## src/pkg/embc_pkg.sv

```systemverilog
//
// Behaviour
// - clock output is half oscillator, even duty
// - outside reset realigns clock, starts ten-state sequence
// - reset pin is input and open-drain output
// - width input picks width when config bit1 set
// - config bit1 clear forces 8-bit cycles
// - fetch kind high for fetch, external only
// - 2000H-3FFFH internal when access select high
// - config picks latch strobe or valid form
// - address strobe only during external accesses
// - read strobe only on external reads
// - plain write strobe low every external write
// - low-byte write strobe only even byte writes
// - high-byte enable low on odd-byte or 16-bit word writes
// - high-byte write strobe only odd byte writes
// - ready low stretches cycle until ready high
// - ready ignored outside external cycles
// - config sets internal wait state count
package embc_pkg;
  // ---------------------------------------------------------------
  // register map
  // ---------------------------------------------------------------
  localparam logic [11:0] EMBC_CFG_OFS    = 12'h000;
  localparam logic [11:0] EMBC_STAT_OFS   = 12'h004;
  localparam logic [11:0] EMBC_REQ_OFS    = 12'h008;
  localparam logic [11:0] EMBC_ADDR_OFS   = 12'h00C;
  localparam logic [11:0] EMBC_WDATA_OFS  = 12'h010;
  localparam logic [11:0] EMBC_RDATA_OFS  = 12'h014;
  // chip_config_setting fields
  localparam int EMBC_CFG_ADV_BIT  = 0;
  localparam int EMBC_CFG_BW_BIT   = 1;
  localparam int EMBC_CFG_WRL_BIT  = 2;
  localparam int EMBC_CFG_WRH_BIT  = 3;
  localparam int EMBC_CFG_WS_LSB   = 4;
  localparam logic [31:0] EMBC_CFG_RST = 32'h0000_0000;
  // request fields
  localparam int EMBC_REQ_WR_BIT   = 0;
  localparam int EMBC_REQ_FETCH_BIT = 1;
  localparam int EMBC_REQ_WORD_BIT = 2;
  // memory region routed by external_access_select
  localparam logic [15:0] EMBC_INT_LO = 16'h2000;
  localparam logic [15:0] EMBC_INT_HI = 16'h3FFF;
  // timing in state times
  localparam int EMBC_RST_IN_STATES  = 4;
  localparam int EMBC_RST_SEQ_STATES = 10;
  localparam int EMBC_STATE_CYC      = 2;
  localparam logic [4:0] EMBC_RST_SEQ_CYC = 5'(EMBC_RST_SEQ_STATES * EMBC_STATE_CYC);
  localparam logic [3:0] EMBC_RST_IN_CYC  = 4'(EMBC_RST_IN_STATES * EMBC_STATE_CYC);

  typedef enum logic [2:0] {
    EMBC_IDLE = 3'b000,
    EMBC_ADR  = 3'b001,
    EMBC_WS   = 3'b010,
    EMBC_DATA = 3'b011,
    EMBC_RDY  = 3'b100,
    EMBC_END  = 3'b101
  } embc_state_e;

  function automatic logic embc_is_internal(input logic [15:0] a, input logic ea);
    embc_is_internal = ea && (a >= EMBC_INT_LO) && (a <= EMBC_INT_HI);
  endfunction : embc_is_internal
endpackage : embc_pkg

```

## src/pkg/embc_req_if.sv

```systemverilog
`timescale 1ns/1ns
interface embc_req_if;
  logic        start;
  logic        wr;
  logic        fetch;
  logic        word;
  logic [15:0] addr;
  logic [15:0] wdata;
  logic [15:0] rdata;
  logic        busy;
  logic        internal;
  modport ctl (output start, wr, fetch, word, addr, wdata, input rdata, busy, internal);
  modport seq (input start, wr, fetch, word, addr, wdata, output rdata, busy, internal);
endinterface : embc_req_if

```

## src/core/embc_cycle.sv

```systemverilog
`timescale 1ns/1ns
module embc_cycle
  import embc_pkg::*;
(
  input  wire logic        pclk,
  input  wire logic        presetn,
  input  wire logic        ce,
  input  wire logic        run,
  input  wire logic        phase,
  input  wire logic [31:0] cfg,
  input  wire logic        ready_s,
  input  wire logic        width_s,
  input  wire logic        ext_sel_s,
  input  wire logic [15:0] ad_in,
  embc_req_if.seq          rq,
  output logic [15:0]      ad_out,
  output logic [15:0]      ad_oe,
  output logic             addr_strobe,
  output logic             read_n,
  output logic             write_n,
  output logic             high_n,
  output logic             fetch_kind_output
);
  embc_state_e st_q;
  logic [3:0]  ws_q;
  logic        ext_q;
  logic        w16_q;
  logic [15:0] rd_q;
  logic        ad_odd;
  logic        use_lo;
  logic        use_hi;

  // ---------------------------------------------------------------
  // bus cycle sequencer, one state per clock_output period
  // ---------------------------------------------------------------
  always_ff @(posedge pclk or negedge presetn) begin
    if (!presetn) begin
      st_q  <= EMBC_IDLE;
      ws_q  <= 4'h0;
      ext_q <= 1'b0;
      w16_q <= 1'b0;
      rd_q  <= 16'h0000;
    end else if (ce && phase) begin
      case (st_q)
        EMBC_IDLE: begin
          if (run && rq.start) begin
            ext_q <= !embc_is_internal(rq.addr, ext_sel_s);
            st_q  <= EMBC_ADR;
            ws_q  <= cfg[EMBC_CFG_WS_LSB +: 4];
          end
        end
        EMBC_ADR: begin
          w16_q <= cfg[EMBC_CFG_BW_BIT] && width_s;
          st_q  <= (ws_q != 4'h0) ? EMBC_WS : EMBC_DATA;
        end
        EMBC_WS: begin
          ws_q <= ws_q - 4'h1;
          if (ws_q == 4'h1) begin
            st_q <= EMBC_DATA;
          end
        end
        EMBC_DATA: begin
          st_q <= (ext_q && !ready_s) ? EMBC_RDY : EMBC_END;
        end
        EMBC_RDY: begin
          if (ready_s) begin
            st_q <= EMBC_END;
          end
        end
        EMBC_END: begin
          if (!rq.wr) begin
            rd_q <= ext_q ? ad_in : 16'hFFFF;
          end
          st_q <= EMBC_IDLE;
        end
        default: st_q <= EMBC_IDLE;
      endcase
    end
  end

  assign ad_odd = rq.addr[0];
  assign use_lo = !ad_odd;
  assign use_hi = ad_odd || (rq.word && w16_q);
  assign rq.busy = (st_q != EMBC_IDLE);
  assign rq.internal = !ext_q;
  assign rq.rdata = rd_q;

  // ---------------------------------------------------------------
  // pin strobes, registered
  // ---------------------------------------------------------------
  always_ff @(posedge pclk or negedge presetn) begin
    if (!presetn) begin
      addr_strobe       <= 1'b0;
      read_n            <= 1'b1;
      write_n           <= 1'b1;
      high_n            <= 1'b1;
      fetch_kind_output <= 1'b0;
      ad_out            <= 16'h0000;
      ad_oe             <= 16'h0000;
    end else if (ce) begin
      addr_strobe       <= 1'b0;
      read_n            <= 1'b1;
      write_n           <= 1'b1;
      high_n            <= 1'b1;
      fetch_kind_output <= 1'b0;
      ad_oe             <= 16'h0000;
      if (ext_q && st_q != EMBC_IDLE) begin
        fetch_kind_output <= !rq.wr && rq.fetch;
        if (st_q == EMBC_ADR) begin
          ad_out <= rq.addr;
          ad_oe  <= 16'hFFFF;
          // latch form pulses in address phase, valid form holds to end
          addr_strobe <= cfg[EMBC_CFG_ADV_BIT] ? 1'b1 : !phase;
        end else begin
          addr_strobe <= cfg[EMBC_CFG_ADV_BIT];
          read_n <= rq.wr;
          if (rq.wr) begin
            ad_out <= ad_odd ? {rq.wdata[7:0], rq.wdata[7:0]} : rq.wdata;
            ad_oe  <= w16_q ? 16'hFFFF : 16'h00FF;
            if (cfg[EMBC_CFG_WRL_BIT]) begin
              write_n <= !use_lo;
            end else begin
              write_n <= 1'b0;
            end
            if (cfg[EMBC_CFG_WRH_BIT]) begin
              high_n <= !ad_odd;
            end else begin
              high_n <= !use_hi;
            end
          end
        end
      end
    end
  end

  property p_rd_int;
    @(posedge pclk) disable iff (!presetn) (!ext_q || rq.wr) |=> read_n;
  endproperty
  a_p_rd_int : assert property (p_rd_int) else $error("read strobe off external read");
endmodule : embc_cycle

```

## src/core/embc_top.sv

```systemverilog
`timescale 1ns/1ns
module embc_top
  import embc_pkg::*;
(
  input  wire logic        pclk,
  input  wire logic        presetn,
  input  wire logic        ce,
  input  wire logic        psel,
  input  wire logic        penable,
  input  wire logic        pwrite,
  input  wire logic [11:0] paddr,
  input  wire logic [31:0] pwdata,
  output logic [31:0]      prdata,
  output logic             pready,
  output logic             pslverr,
  output logic             clock_output,
  input  wire logic        reset_in,
  output logic             reset_out,
  output logic             reset_oe,
  input  wire logic        width_select,
  input  wire logic        external_access_select,
  input  wire logic        ready_in,
  input  wire logic [15:0] ad_in,
  output logic [15:0]      ad_out,
  output logic [15:0]      ad_oe,
  output logic             address_valid_strobe,
  output logic             read_n,
  output logic             write_n,
  output logic             high_byte_n,
  output logic             fetch_kind_output,
  output logic             core_reset
);
  embc_req_if rq ();
  logic [31:0] cfg_q;
  logic        div_q;
  logic [2:0]  rst_sy_q;
  logic [2:0]  rdy_sy_q;
  logic [2:0]  bw_sy_q;
  logic [2:0]  ea_sy_q;
  logic        rst_lvl_q;
  logic        rdy_lvl_q;
  logic        bw_lvl_q;
  logic        ea_lvl_q;
  logic [4:0]  seq_q;
  logic        start_q;
  logic        wr_q;
  logic        fetch_q;
  logic        word_q;
  logic [15:0] addr_q;
  logic [15:0] wdata_q;
  logic        done_q;
  logic        busy_d1_q;
  logic        wr_acc;
  logic [4:0]  oe_hist_q;
  logic        ext_rst;
  logic        run;
  logic        phase;

  // ---------------------------------------------------------------
  // pin synchronisers, change counts when stages 2 and 3 agree
  // ---------------------------------------------------------------
  always_ff @(posedge pclk or negedge presetn) begin
    if (!presetn) begin
      rst_sy_q  <= 3'b111;
      rdy_sy_q  <= 3'b111;
      bw_sy_q   <= 3'b000;
      ea_sy_q   <= 3'b000;
      rst_lvl_q <= 1'b1;
      rdy_lvl_q <= 1'b1;
      bw_lvl_q  <= 1'b0;
      ea_lvl_q  <= 1'b0;
    end else if (ce) begin
      rst_sy_q <= {rst_sy_q[1:0], reset_in};
      rdy_sy_q <= {rdy_sy_q[1:0], ready_in};
      bw_sy_q  <= {bw_sy_q[1:0], width_select};
      ea_sy_q  <= {ea_sy_q[1:0], external_access_select};
      if (rst_sy_q[1] == rst_sy_q[2]) rst_lvl_q <= rst_sy_q[2];
      if (rdy_sy_q[1] == rdy_sy_q[2]) rdy_lvl_q <= rdy_sy_q[2];
      if (bw_sy_q[1] == bw_sy_q[2]) bw_lvl_q <= bw_sy_q[2];
      if (ea_sy_q[1] == ea_sy_q[2]) ea_lvl_q <= ea_sy_q[2];
    end
  end

  // ---------------------------------------------------------------
  // clock output divider and reset sequence
  // ---------------------------------------------------------------
  always_ff @(posedge pclk or negedge presetn) begin
    if (!presetn) begin
      div_q <= 1'b0;
    end else if (ce) begin
      div_q <= ext_rst ? 1'b0 : !div_q;
    end
  end
  assign clock_output = div_q;
  assign phase = div_q;

  always_ff @(posedge pclk or negedge presetn) begin
    if (!presetn) begin
      seq_q <= EMBC_RST_SEQ_CYC;
    end else if (ce) begin
      if (ext_rst) begin
        seq_q <= EMBC_RST_SEQ_CYC;
      end else if (seq_q != 5'h00) begin
        seq_q <= seq_q - 5'h01;
      end
    end
  end
  always_ff @(posedge pclk or negedge presetn) begin
    if (!presetn) begin
      oe_hist_q <= 5'h1F;
    end else if (ce) begin
      oe_hist_q <= {oe_hist_q[3:0], reset_oe};
    end
  end
  // own pull-down and its synchroniser lag never count as an outside reset
  assign ext_rst = !rst_lvl_q && !reset_oe && (oe_hist_q == 5'h00);
  assign run = (seq_q == 5'h00);
  assign core_reset = !run;
  assign reset_out = 1'b0;
  assign reset_oe  = !run;

  // ---------------------------------------------------------------
  // apb slave
  // ---------------------------------------------------------------
  assign pready  = 1'b1;
  assign pslverr = 1'b0;
  assign wr_acc  = psel && penable && pwrite;

  always_ff @(posedge pclk or negedge presetn) begin
    if (!presetn) begin
      cfg_q   <= EMBC_CFG_RST;
      start_q <= 1'b0;
      wr_q    <= 1'b0;
      fetch_q <= 1'b0;
      word_q  <= 1'b0;
      addr_q  <= 16'h0000;
      wdata_q <= 16'h0000;
    end else if (ce) begin
      if (rq.busy) begin
        start_q <= 1'b0;
      end
      if (wr_acc && paddr == EMBC_CFG_OFS) cfg_q <= pwdata;
      if (wr_acc && paddr == EMBC_ADDR_OFS) addr_q <= pwdata[15:0];
      if (wr_acc && paddr == EMBC_WDATA_OFS) wdata_q <= pwdata[15:0];
      if (wr_acc && paddr == EMBC_REQ_OFS && !start_q && !rq.busy) begin
        wr_q    <= pwdata[EMBC_REQ_WR_BIT];
        fetch_q <= pwdata[EMBC_REQ_FETCH_BIT];
        word_q  <= pwdata[EMBC_REQ_WORD_BIT];
        start_q <= 1'b1;
      end
    end
  end

  always_ff @(posedge pclk or negedge presetn) begin
    if (!presetn) begin
      busy_d1_q <= 1'b0;
      done_q    <= 1'b0;
    end else if (ce) begin
      busy_d1_q <= rq.busy;
      if (busy_d1_q && !rq.busy) begin
        done_q <= 1'b1;
      end else if (wr_acc && paddr == EMBC_REQ_OFS) begin
        done_q <= 1'b0;
      end
    end
  end

  always_comb begin
    case (paddr)
      EMBC_CFG_OFS:   prdata = cfg_q;
      EMBC_STAT_OFS:  prdata = {26'h0, rq.internal, bw_lvl_q, done_q,
                                start_q | rq.busy, !run, rdy_lvl_q};
      EMBC_REQ_OFS:   prdata = {29'h0, word_q, fetch_q, wr_q};
      EMBC_ADDR_OFS:  prdata = {16'h0, addr_q};
      EMBC_WDATA_OFS: prdata = {16'h0, wdata_q};
      EMBC_RDATA_OFS: prdata = {16'h0, rq.rdata};
      default:        prdata = 32'h0000_0000;
    endcase
  end

  assign rq.start = start_q;
  assign rq.wr    = wr_q;
  assign rq.fetch = fetch_q;
  assign rq.word  = word_q;
  assign rq.addr  = addr_q;
  assign rq.wdata = wdata_q;

  embc_cycle u_cycle (
    .pclk              (pclk),
    .presetn           (presetn),
    .ce                (ce),
    .run               (run),
    .phase             (phase),
    .cfg               (cfg_q),
    .ready_s           (rdy_lvl_q),
    .width_s           (bw_lvl_q),
    .ext_sel_s         (ea_lvl_q),
    .ad_in             (ad_in),
    .rq                (rq),
    .ad_out            (ad_out),
    .ad_oe             (ad_oe),
    .addr_strobe       (address_valid_strobe),
    .read_n            (read_n),
    .write_n           (write_n),
    .high_n            (high_byte_n),
    .fetch_kind_output (fetch_kind_output)
  );

  // ---------------------------------------------------------------
  // checks
  // ---------------------------------------------------------------
  property p_clk_half;
    @(posedge pclk) disable iff (!presetn)
      (ce && !ext_rst) |=> (clock_output != $past(clock_output));
  endproperty
  a_p_clk_half : assert property (p_clk_half) else $error("clock output not toggling");

  property p_rst_hold;
    @(posedge pclk) disable iff (!presetn) ext_rst |=> !run && reset_oe;
  endproperty
  a_p_rst_hold : assert property (p_rst_hold) else $error("reset not held");

  property p_rst_realign;
    @(posedge pclk) disable iff (!presetn) ext_rst && ce |=> !clock_output;
  endproperty
  a_p_rst_realign : assert property (p_rst_realign) else $error("clock not realigned");

  property p_read_only_rd;
    @(posedge pclk) disable iff (!presetn)
      !read_n |-> !wr_q && (rq.busy || $past(rq.busy));
  endproperty
  a_p_read_only_rd : assert property (p_read_only_rd) else $error("read strobe on write");

  property p_wr_only;
    @(posedge pclk) disable iff (!presetn) !write_n |-> wr_q && !rq.internal;
  endproperty
  a_p_wr_only : assert property (p_wr_only) else $error("write strobe misuse");

  property p_strobe_ext;
    @(posedge pclk) disable iff (!presetn) address_valid_strobe |-> !rq.internal;
  endproperty
  a_p_strobe_ext : assert property (p_strobe_ext) else $error("strobe on internal");

  property p_fetch_ext;
    @(posedge pclk) disable iff (!presetn) fetch_kind_output |-> !rq.internal && fetch_q;
  endproperty
  a_p_fetch_ext : assert property (p_fetch_ext) else $error("fetch kind misuse");

  property p_wrh_odd;
    @(posedge pclk) disable iff (!presetn)
      (!high_byte_n && cfg_q[EMBC_CFG_WRH_BIT]) |-> addr_q[0];
  endproperty
  a_p_wrh_odd : assert property (p_wrh_odd) else $error("high write on even");
endmodule : embc_top

```

## config.mk

```make
export PLATFORM = sky130hd
export DESIGN_NAME = embc_top
export DESIGN_NICKNAME = d
export VERILOG_FILES = /design/src/pkg/embc_pkg.sv /design/src/pkg/embc_req_if.sv /design/src/core/embc_cycle.sv /design/src/core/embc_top.sv
export SDC_FILE = /design/constraint.sdc
export NUM_CORES = 1
export LEC_CHECK = 0
export ABC_AREA = 1
export BUFFER_PORTS_ARGS = -buffer_cell sky130_fd_sc_hd__buf_2
export CELL_PAD_IN_SITES_DETAIL_PLACEMENT = 0
export CELL_PAD_IN_SITES_GLOBAL_PLACEMENT = 1
export CORE_MARGIN = 2
export CORE_UTILIZATION = 38
export CTS_BUF_LIST = sky130_fd_sc_hd__clkbuf_8
export DETAILED_ROUTE_END_ITERATION = 7
export PLACE_DENSITY = 0.78
export SLEW_MARGIN = 5
export SYNTH_ARGS = -nofsm -noshare
export SYNTH_HDL_FRONTEND = slang
export SYNTH_HIERARCHICAL = 1
export SYNTH_SLANG_ARGS = --single-unit
```

## constraint.sdc

```tcl
create_clock -name pclk -period 1.3 [get_ports pclk]
set_input_delay 0.26 -clock pclk [delete_from_list [all_inputs] [get_ports pclk]]
set_output_delay 0.26 -clock pclk [all_outputs]
set_load 0.05 [all_outputs]
```

# Word-level counts from Yosys, hierarchy flattened
# Index checks and enable logic that the tools add are counted.
totals:
  register_bits: 159
  elab_cells: 155
op_classes:
  mux: 38
  n_reduce_logical: 61
  add_sub_neg: 2
  magnitude_cmp: 2
  bitwise_logic: 2
  n_eq_ne: 18
op_table:
  columns: ["op", "count"]
  rows:
  - ["case mux 32 bit (6 select lines)", 1]
  - ["2-to-1 mux 16 bit", 8]
  - ["equality test 12 x 4 -> 1 bit (second input constant)", 2]
  - ["equality test 12 x 5 -> 1 bit (second input constant)", 2]
  - ["AND reduction 2 bit", 12]
  - ["2-to-1 mux 1 bit", 21]
  - ["logical AND 1 bit", 20]
  - ["greater-or-equal comparator 16 x 14 -> 1 bit (second input constant)", 1]
  - ["<= comparator 16 x 14 -> 1 bit (second input constant)", 1]
  - ["case mux 3 bit (5 select lines)", 1]
  - ["equality test 12 x 3 -> 1 bit (second input constant)", 1]
  - ["logical NOT 12 bit", 1]
  - ["AND reduction 3 bit", 4]
  - ["logical NOT 1 bit", 11]
  - ["logical NOT 5 bit", 2]
  - ["2-to-1 mux 5 bit", 2]
  - ["nonzero test 2 bit", 5]
  - ["2-to-1 mux 3 bit", 3]
  - ["case mux 4 bit (2 select lines)", 1]
  - ["equality test 3 x 2 -> 1 bit (second input constant)", 2]
  - ["equality test 3 bit (second input constant)", 2]
  - ["nonzero test 5 bit", 1]
  - ["subtractor 5 x 1 -> 5 bit (second input constant)", 1]
  - ["equality test 1 bit", 4]
  - ["other kinds (13)", 14]

# Depth between registers and ports, before layout
logic_depth:
  depth_word: 7
  ltp_mapped: 10
  depth_no_buf: 10

# By module
# The synthesis kept the hierarchy.
by_module_without_submodules:
  columns: ["mod", "area_each_um2", "cells_per_inst", "n_inst"]
  rows:
  - ["embc_top", 4912.2, 624, 1]
  - ["embc_cycle", 2746.4, 360, 1]

# Least setup slack after synthesis
# Ideal clock, no wire load.
synth_timing:
  path_kind: "register to output"
  from: "register seq_q[0]"
  to: "output port prdata[1]"
  path_stages_with_launch: 8
  arrival_time_ps: 1805
  n_path_buf: 0
  slack_ps: -765
  path_cell_list: "dfrtp_1 inv_1 ha_1 nand3b_1 nand3_1 nand2_1 nor2_1 nand2_1"
synth_via:
  elab_chain_len: 3
synth_lines:
  columns: ["element", "line", "source"]
  rows:
  - ["start: declaration", "embc_top.sv:44", "logic [4:0] seq_q;"]
  - ["start signal: assignment", "embc_top.sv:104", "seq_q <= seq_q - 5'h01;"]
  - ["logical NOT 5 bit", "embc_top.sv:117", "assign run = (seq_q == 5'h00);"]
  - ["logical NOT 1 bit", null, null]
  - ["net core_reset", "embc_top.sv:31", "output logic core_reset"]
  - ["case mux 32 bit (6 select lines)", "embc_top.sv:169", "case (paddr)"]
  - ["end: declaration", "embc_top.sv:13", "output logic [31:0] prdata,"]
# The timed path passes the listed nets, and every way through them passes these cells.

# Worst setup path in the final report
layout_timing:
  from: "register u_cycle.st_q[0]"
  to: "output port prdata[2]"
layout_via:
  elab_chain_len: 3
layout_lines:
  columns: ["element", "line", "source"]
  rows:
  - ["start: declaration", "embc_cycle.sv:24", "embc_state_e st_q;"]
  - ["start signal: assignment", "embc_cycle.sv:54", "st_q <= (ws_q != 4'h0) ? EMBC_WS : EMBC_DATA;"]
  - ["start signal: assignment", "embc_cycle.sv:63", "st_q <= (ext_q && !ready_s) ? EMBC_RDY : EMBC_END;"]
  - ["nonzero test 3 bit", "embc_cycle.sv:84", "assign rq.busy = (st_q != EMBC_IDLE);"]
  - ["net rq.busy", "embc_req_if.sv:10", "logic busy;"]
  - ["OR 1 bit", "embc_top.sv:172", "start_q | rq.busy, !run, rdy_lvl_q};"]
  - ["case mux 32 bit (6 select lines)", "embc_top.sv:169", null]
# The timed path passes the listed nets, and every way through them passes these cells.

==> summary.md <==
The global-route usage over all layers is 21.9%, and the share of synthesized flip-flops with an asynchronous set or reset is 100%. Part of the power in registers: 39.4%. During synthesis, Yosys emitted a total of 6 warnings.

The critical path is of the reg2out type. The final max-slew violation count was 0; the power per cell area was 1070 mW/mm2. The run finished, with violations left. In this run, the combinational gates consume 28.5% of the power.

Total of fill cells in the finished design: 1,699. The pin count of the biggest net entering global routing is 46. The smallest clock period supported by the final layout is computed as 1.97 ns. At the later pin of the worst-skew pair, clock insertion delay measures 0.46 ns. The core region is 0.0196 mm2. Post-synthesis sequential element count: 145. TritonCTS built the clock tree. The run gives 0.0213 mm2 as the total die area. In the layout the commonest cells are 260 x nand2_1, 122 x dfrtp_1, 100 x inv_1. Detailed placement ended at an HPWL of 15,800 um. Global routing finished with a remaining overflow of 0. Based on the critical path, the design can be clocked at up to 508 MHz.

The hold violation count in the final report was 0; the routed wire length was 24,600 um. Setup repair after global routing could not meet its margin everywhere. After routing the design area is 0.0120 mm2. In the final routed layout, each cell accounts on average for 16.1 um.

In this run the count of I/O pins placed on the die edge is 145. Summed over all failing endpoints, the final setup total negative slack is -25.79 ns. The die is 146 um tall.

The number of global-route vias before repair was 6,933. The worst min-delay path category was in2reg. For this run, the detailed router's first-pass iteration total came to 5. The count of H-tree levels built during CTS is 4, and the biggest fanout along the worst timing path is 2. The effective utilization at floorplan is 39.1%. In this run the cell area measured after placement is 0.00957 mm2. CTS placed an instance of clkbuf_8 at the clock tree root. For the number of nets in the layout, the log shows 1,324. The switching power is 4090 uW, and the post-CTS clock slew at the launch and capture registers of the worst setup and hold paths is 0.09 ns. Data required time of the critical path: 1.04 ns. VDD sags by at most 0.784 mV. Of the available clock period, the critical path in the final layout requires 151%. The mean area per synthesized cell is 7.78 um2. For the internal cell power, the log shows 8800 uW.

The library cell used most frequently in the layout, excluding fill and tap cells, is nand2_1. The logs give 0.00609 uW for the cell leakage power and 0 for the number of design rule violations left after detail routing. Data arrives at the worst endpoint at 1.71 ns.

The first global-routing pass estimated 37,000 um of wire. For the number of sinks driven by the clock tree, the log shows 145. The signal on the critical path passes through nor2_8 > nand2_4 > nor2_4 > inv_1 > nand3_1 > nand2_1 > nor2_2 > nand2_2 > buf_8. The first routing iteration left 447 violations. For the routability congestion estimate, the log shows 0.878. The highest-delay cell along the critical path is dfrtp_2. The layout-stage area growth over the synthesis result works out to 57.0%. The floorplan has 51 rows. The detail route stage leaves a number of antenna-violating nets equal to 0. The count of inserted antenna diode cells was 0.

The number of antenna violations at the first check in global routing came out at 0. The routed layout has 7,426 vias. In this run, CTS created clock tree buffers numbering 17. Post-route clock skew: 0.0119 ns.

The most frequently used flop master after synthesis is dfrtp_1. STA classifies the critical path startpoint as a flip-flop. The tools report the worst-case clock buffer depth as 2. Counting every instance in the synthesized netlist gives 984. The mapped netlist covers 0.00766 mm2. The final reports fail on negative setup slack. For this run, the slowest stage of the critical path takes 0.45 ns. The count of buffers added on input and output ports is 141.

The fraction of final layout cells with drive strength greater than 1 works out to 43.2%. The number of different library cells used by synthesis comes to 37. Setup violations remaining at the end of the flow were counted as 120.

Sequential cells were found to cover 47.7% of the synthesized design area. The power share of the clock group was 32.1%; the average via count per standard cell was 4.86. The worst setup path is captured at an output pin.

The count of flip-flops with a built-in enable after synthesis was 0. Switching part of the total power: 31.8%. Smallest setup slack after layout: -0.669 ns.

The count of maximum capacitance violations was 0. The horizontal die dimension came out at 146 um.
==> routing by layer <==
layer	up-vias	global-route usage, %	wire length, um
met4	0	7.21	424
met3	32	3.98	1720
li1	3670	-	-
met1	3474	31.2	10900
met2	250	33.7	11600
met5	-	0	0
==> power by group through the flow <==
stage | clock [uW] | combinational (uW) | sequential (uW)
3_5_place_dp | 0 | 2820 | 5160
6_report | 4140 | 3680 | 5080
3_3_place_gp | 0 | 2800 | 5150
4_1_cts | 4210 | 3290 | 5070
2_1_floorplan | 0 | 1660 | 5140
5_1_grt | 4430 | 4000 | 5100
==> logic make-up (layout without fill, tap and decap cells) <==
family	after synthesis	after routing	synth area share (%)
AND/OR/NAND/NOR	530	534	30.9
buffers and inverters	177	452	11.3
flip-flops	145	145	47.7
AO/OA/AOI/OAI	125	125	9.30
adder cells (fa/ha/maj)	3	3	0.490
other	2	3	0.0981
XOR/XNOR	2	2	0.229
==> worst max-delay path, delay by kind of cell (launching register included) <==
kind,cells,cell delay [ns]
and+or+nand+nor,7,0.60
DFF,1,0.45
buffers and inverters,2,0.20
==> layout make-up <==
cell class,instances,area [um2],share of cell area [%]
Clock buffer,21,289,2.40
Clock inverter,11,175,1.46
Inverter,114,447,3.71
Multi-Input combinational cell,667,3910,32.5
Sequential cell,145,3660,30.4
Tap cell,265,332,2.76
Timing Repair Buffer,306,3220,26.8
==> timing repair <==
| item | 4_1_cts | 5_1_grt |
|---|---|---|
| pin swaps | 22 | 35 |
| buffers inserted | 22 | 35 |
| gates resized for setup | 201 | 128 |
| endpoints found under the setup margin | 125 | 153 |
| hold buffers | 5 | 0 |
| hold endpoints to repair | 140 | 0 |
| cloned | 7 | 12 |
==> synthesized netlist by cell type (13+ instances only) <==
cell	count	area [um2]
buf_2	25	125
o21ai_2	13	114
nand4_1	35	219
dfstp_2	18	473
nand3_1	84	420
dfrtp_1	127	3180
buf_4	20	150
o21ai_1	38	190
nand2_1	292	1100
inv_1	105	394
o21ai_0	45	225
nor2_1	97	364
a21oi_1	17	85.1
==> final timing paths <==
kind	startpoint	to	slack [ns]	depth (start not counted)
worst max register to register	u_cycle/st_q[0]	u_cycle/ad_out[6]	-0.30	9
worst min register to register	oe_hist_q[3]	oe_hist_q[4]	0.47	2
worst max-delay path	u_cycle/st_q[0]	prdata[2]	-0.67	9
max in group asynchronous	presetn	rdy_lvl_q	0.55	3
min in group asynchronous	presetn	seq_q[0]	0.21	2
worst min-delay path	pwdata[31]	cfg_q[31]	0.03	3
==> metrics by stage <==
stage	std cells	util [%]	hold WS, ns	setup slack (ns)	total power [uW]
finish	1529	61.4	0.0306	-0.669	12900
global route	1529	61.4	0.00995	-0.772	13500
CTS	1489	57.0	0.0110	-0.678	12600
detailed placement	1423	48.9	0.121	-0.496	7980
global placement	1423	48.9	0.118	-0.473	7950
floorplan	985	-	-0.0356	-0.591	6790
==> sequential cells by signal, indices dropped and copies added (netlist names), 2 cells and up <==
signal / count
cfg_q: 32
rst_sy_q: 3
rq.wdata: 16
ea_sy_q: 3
u_cycle/st_q: 3
seq_q: 5
oe_hist_q: 5
u_cycle/ad_out: 16
addr_q: 16
u_cycle/rq.rdata: 16
rdy_sy_q: 3
u_cycle/ws_q: 4
u_cycle/ad_oe: 2
bw_sy_q: 3
Note: power is estimated with default switching activity, not from simulation.
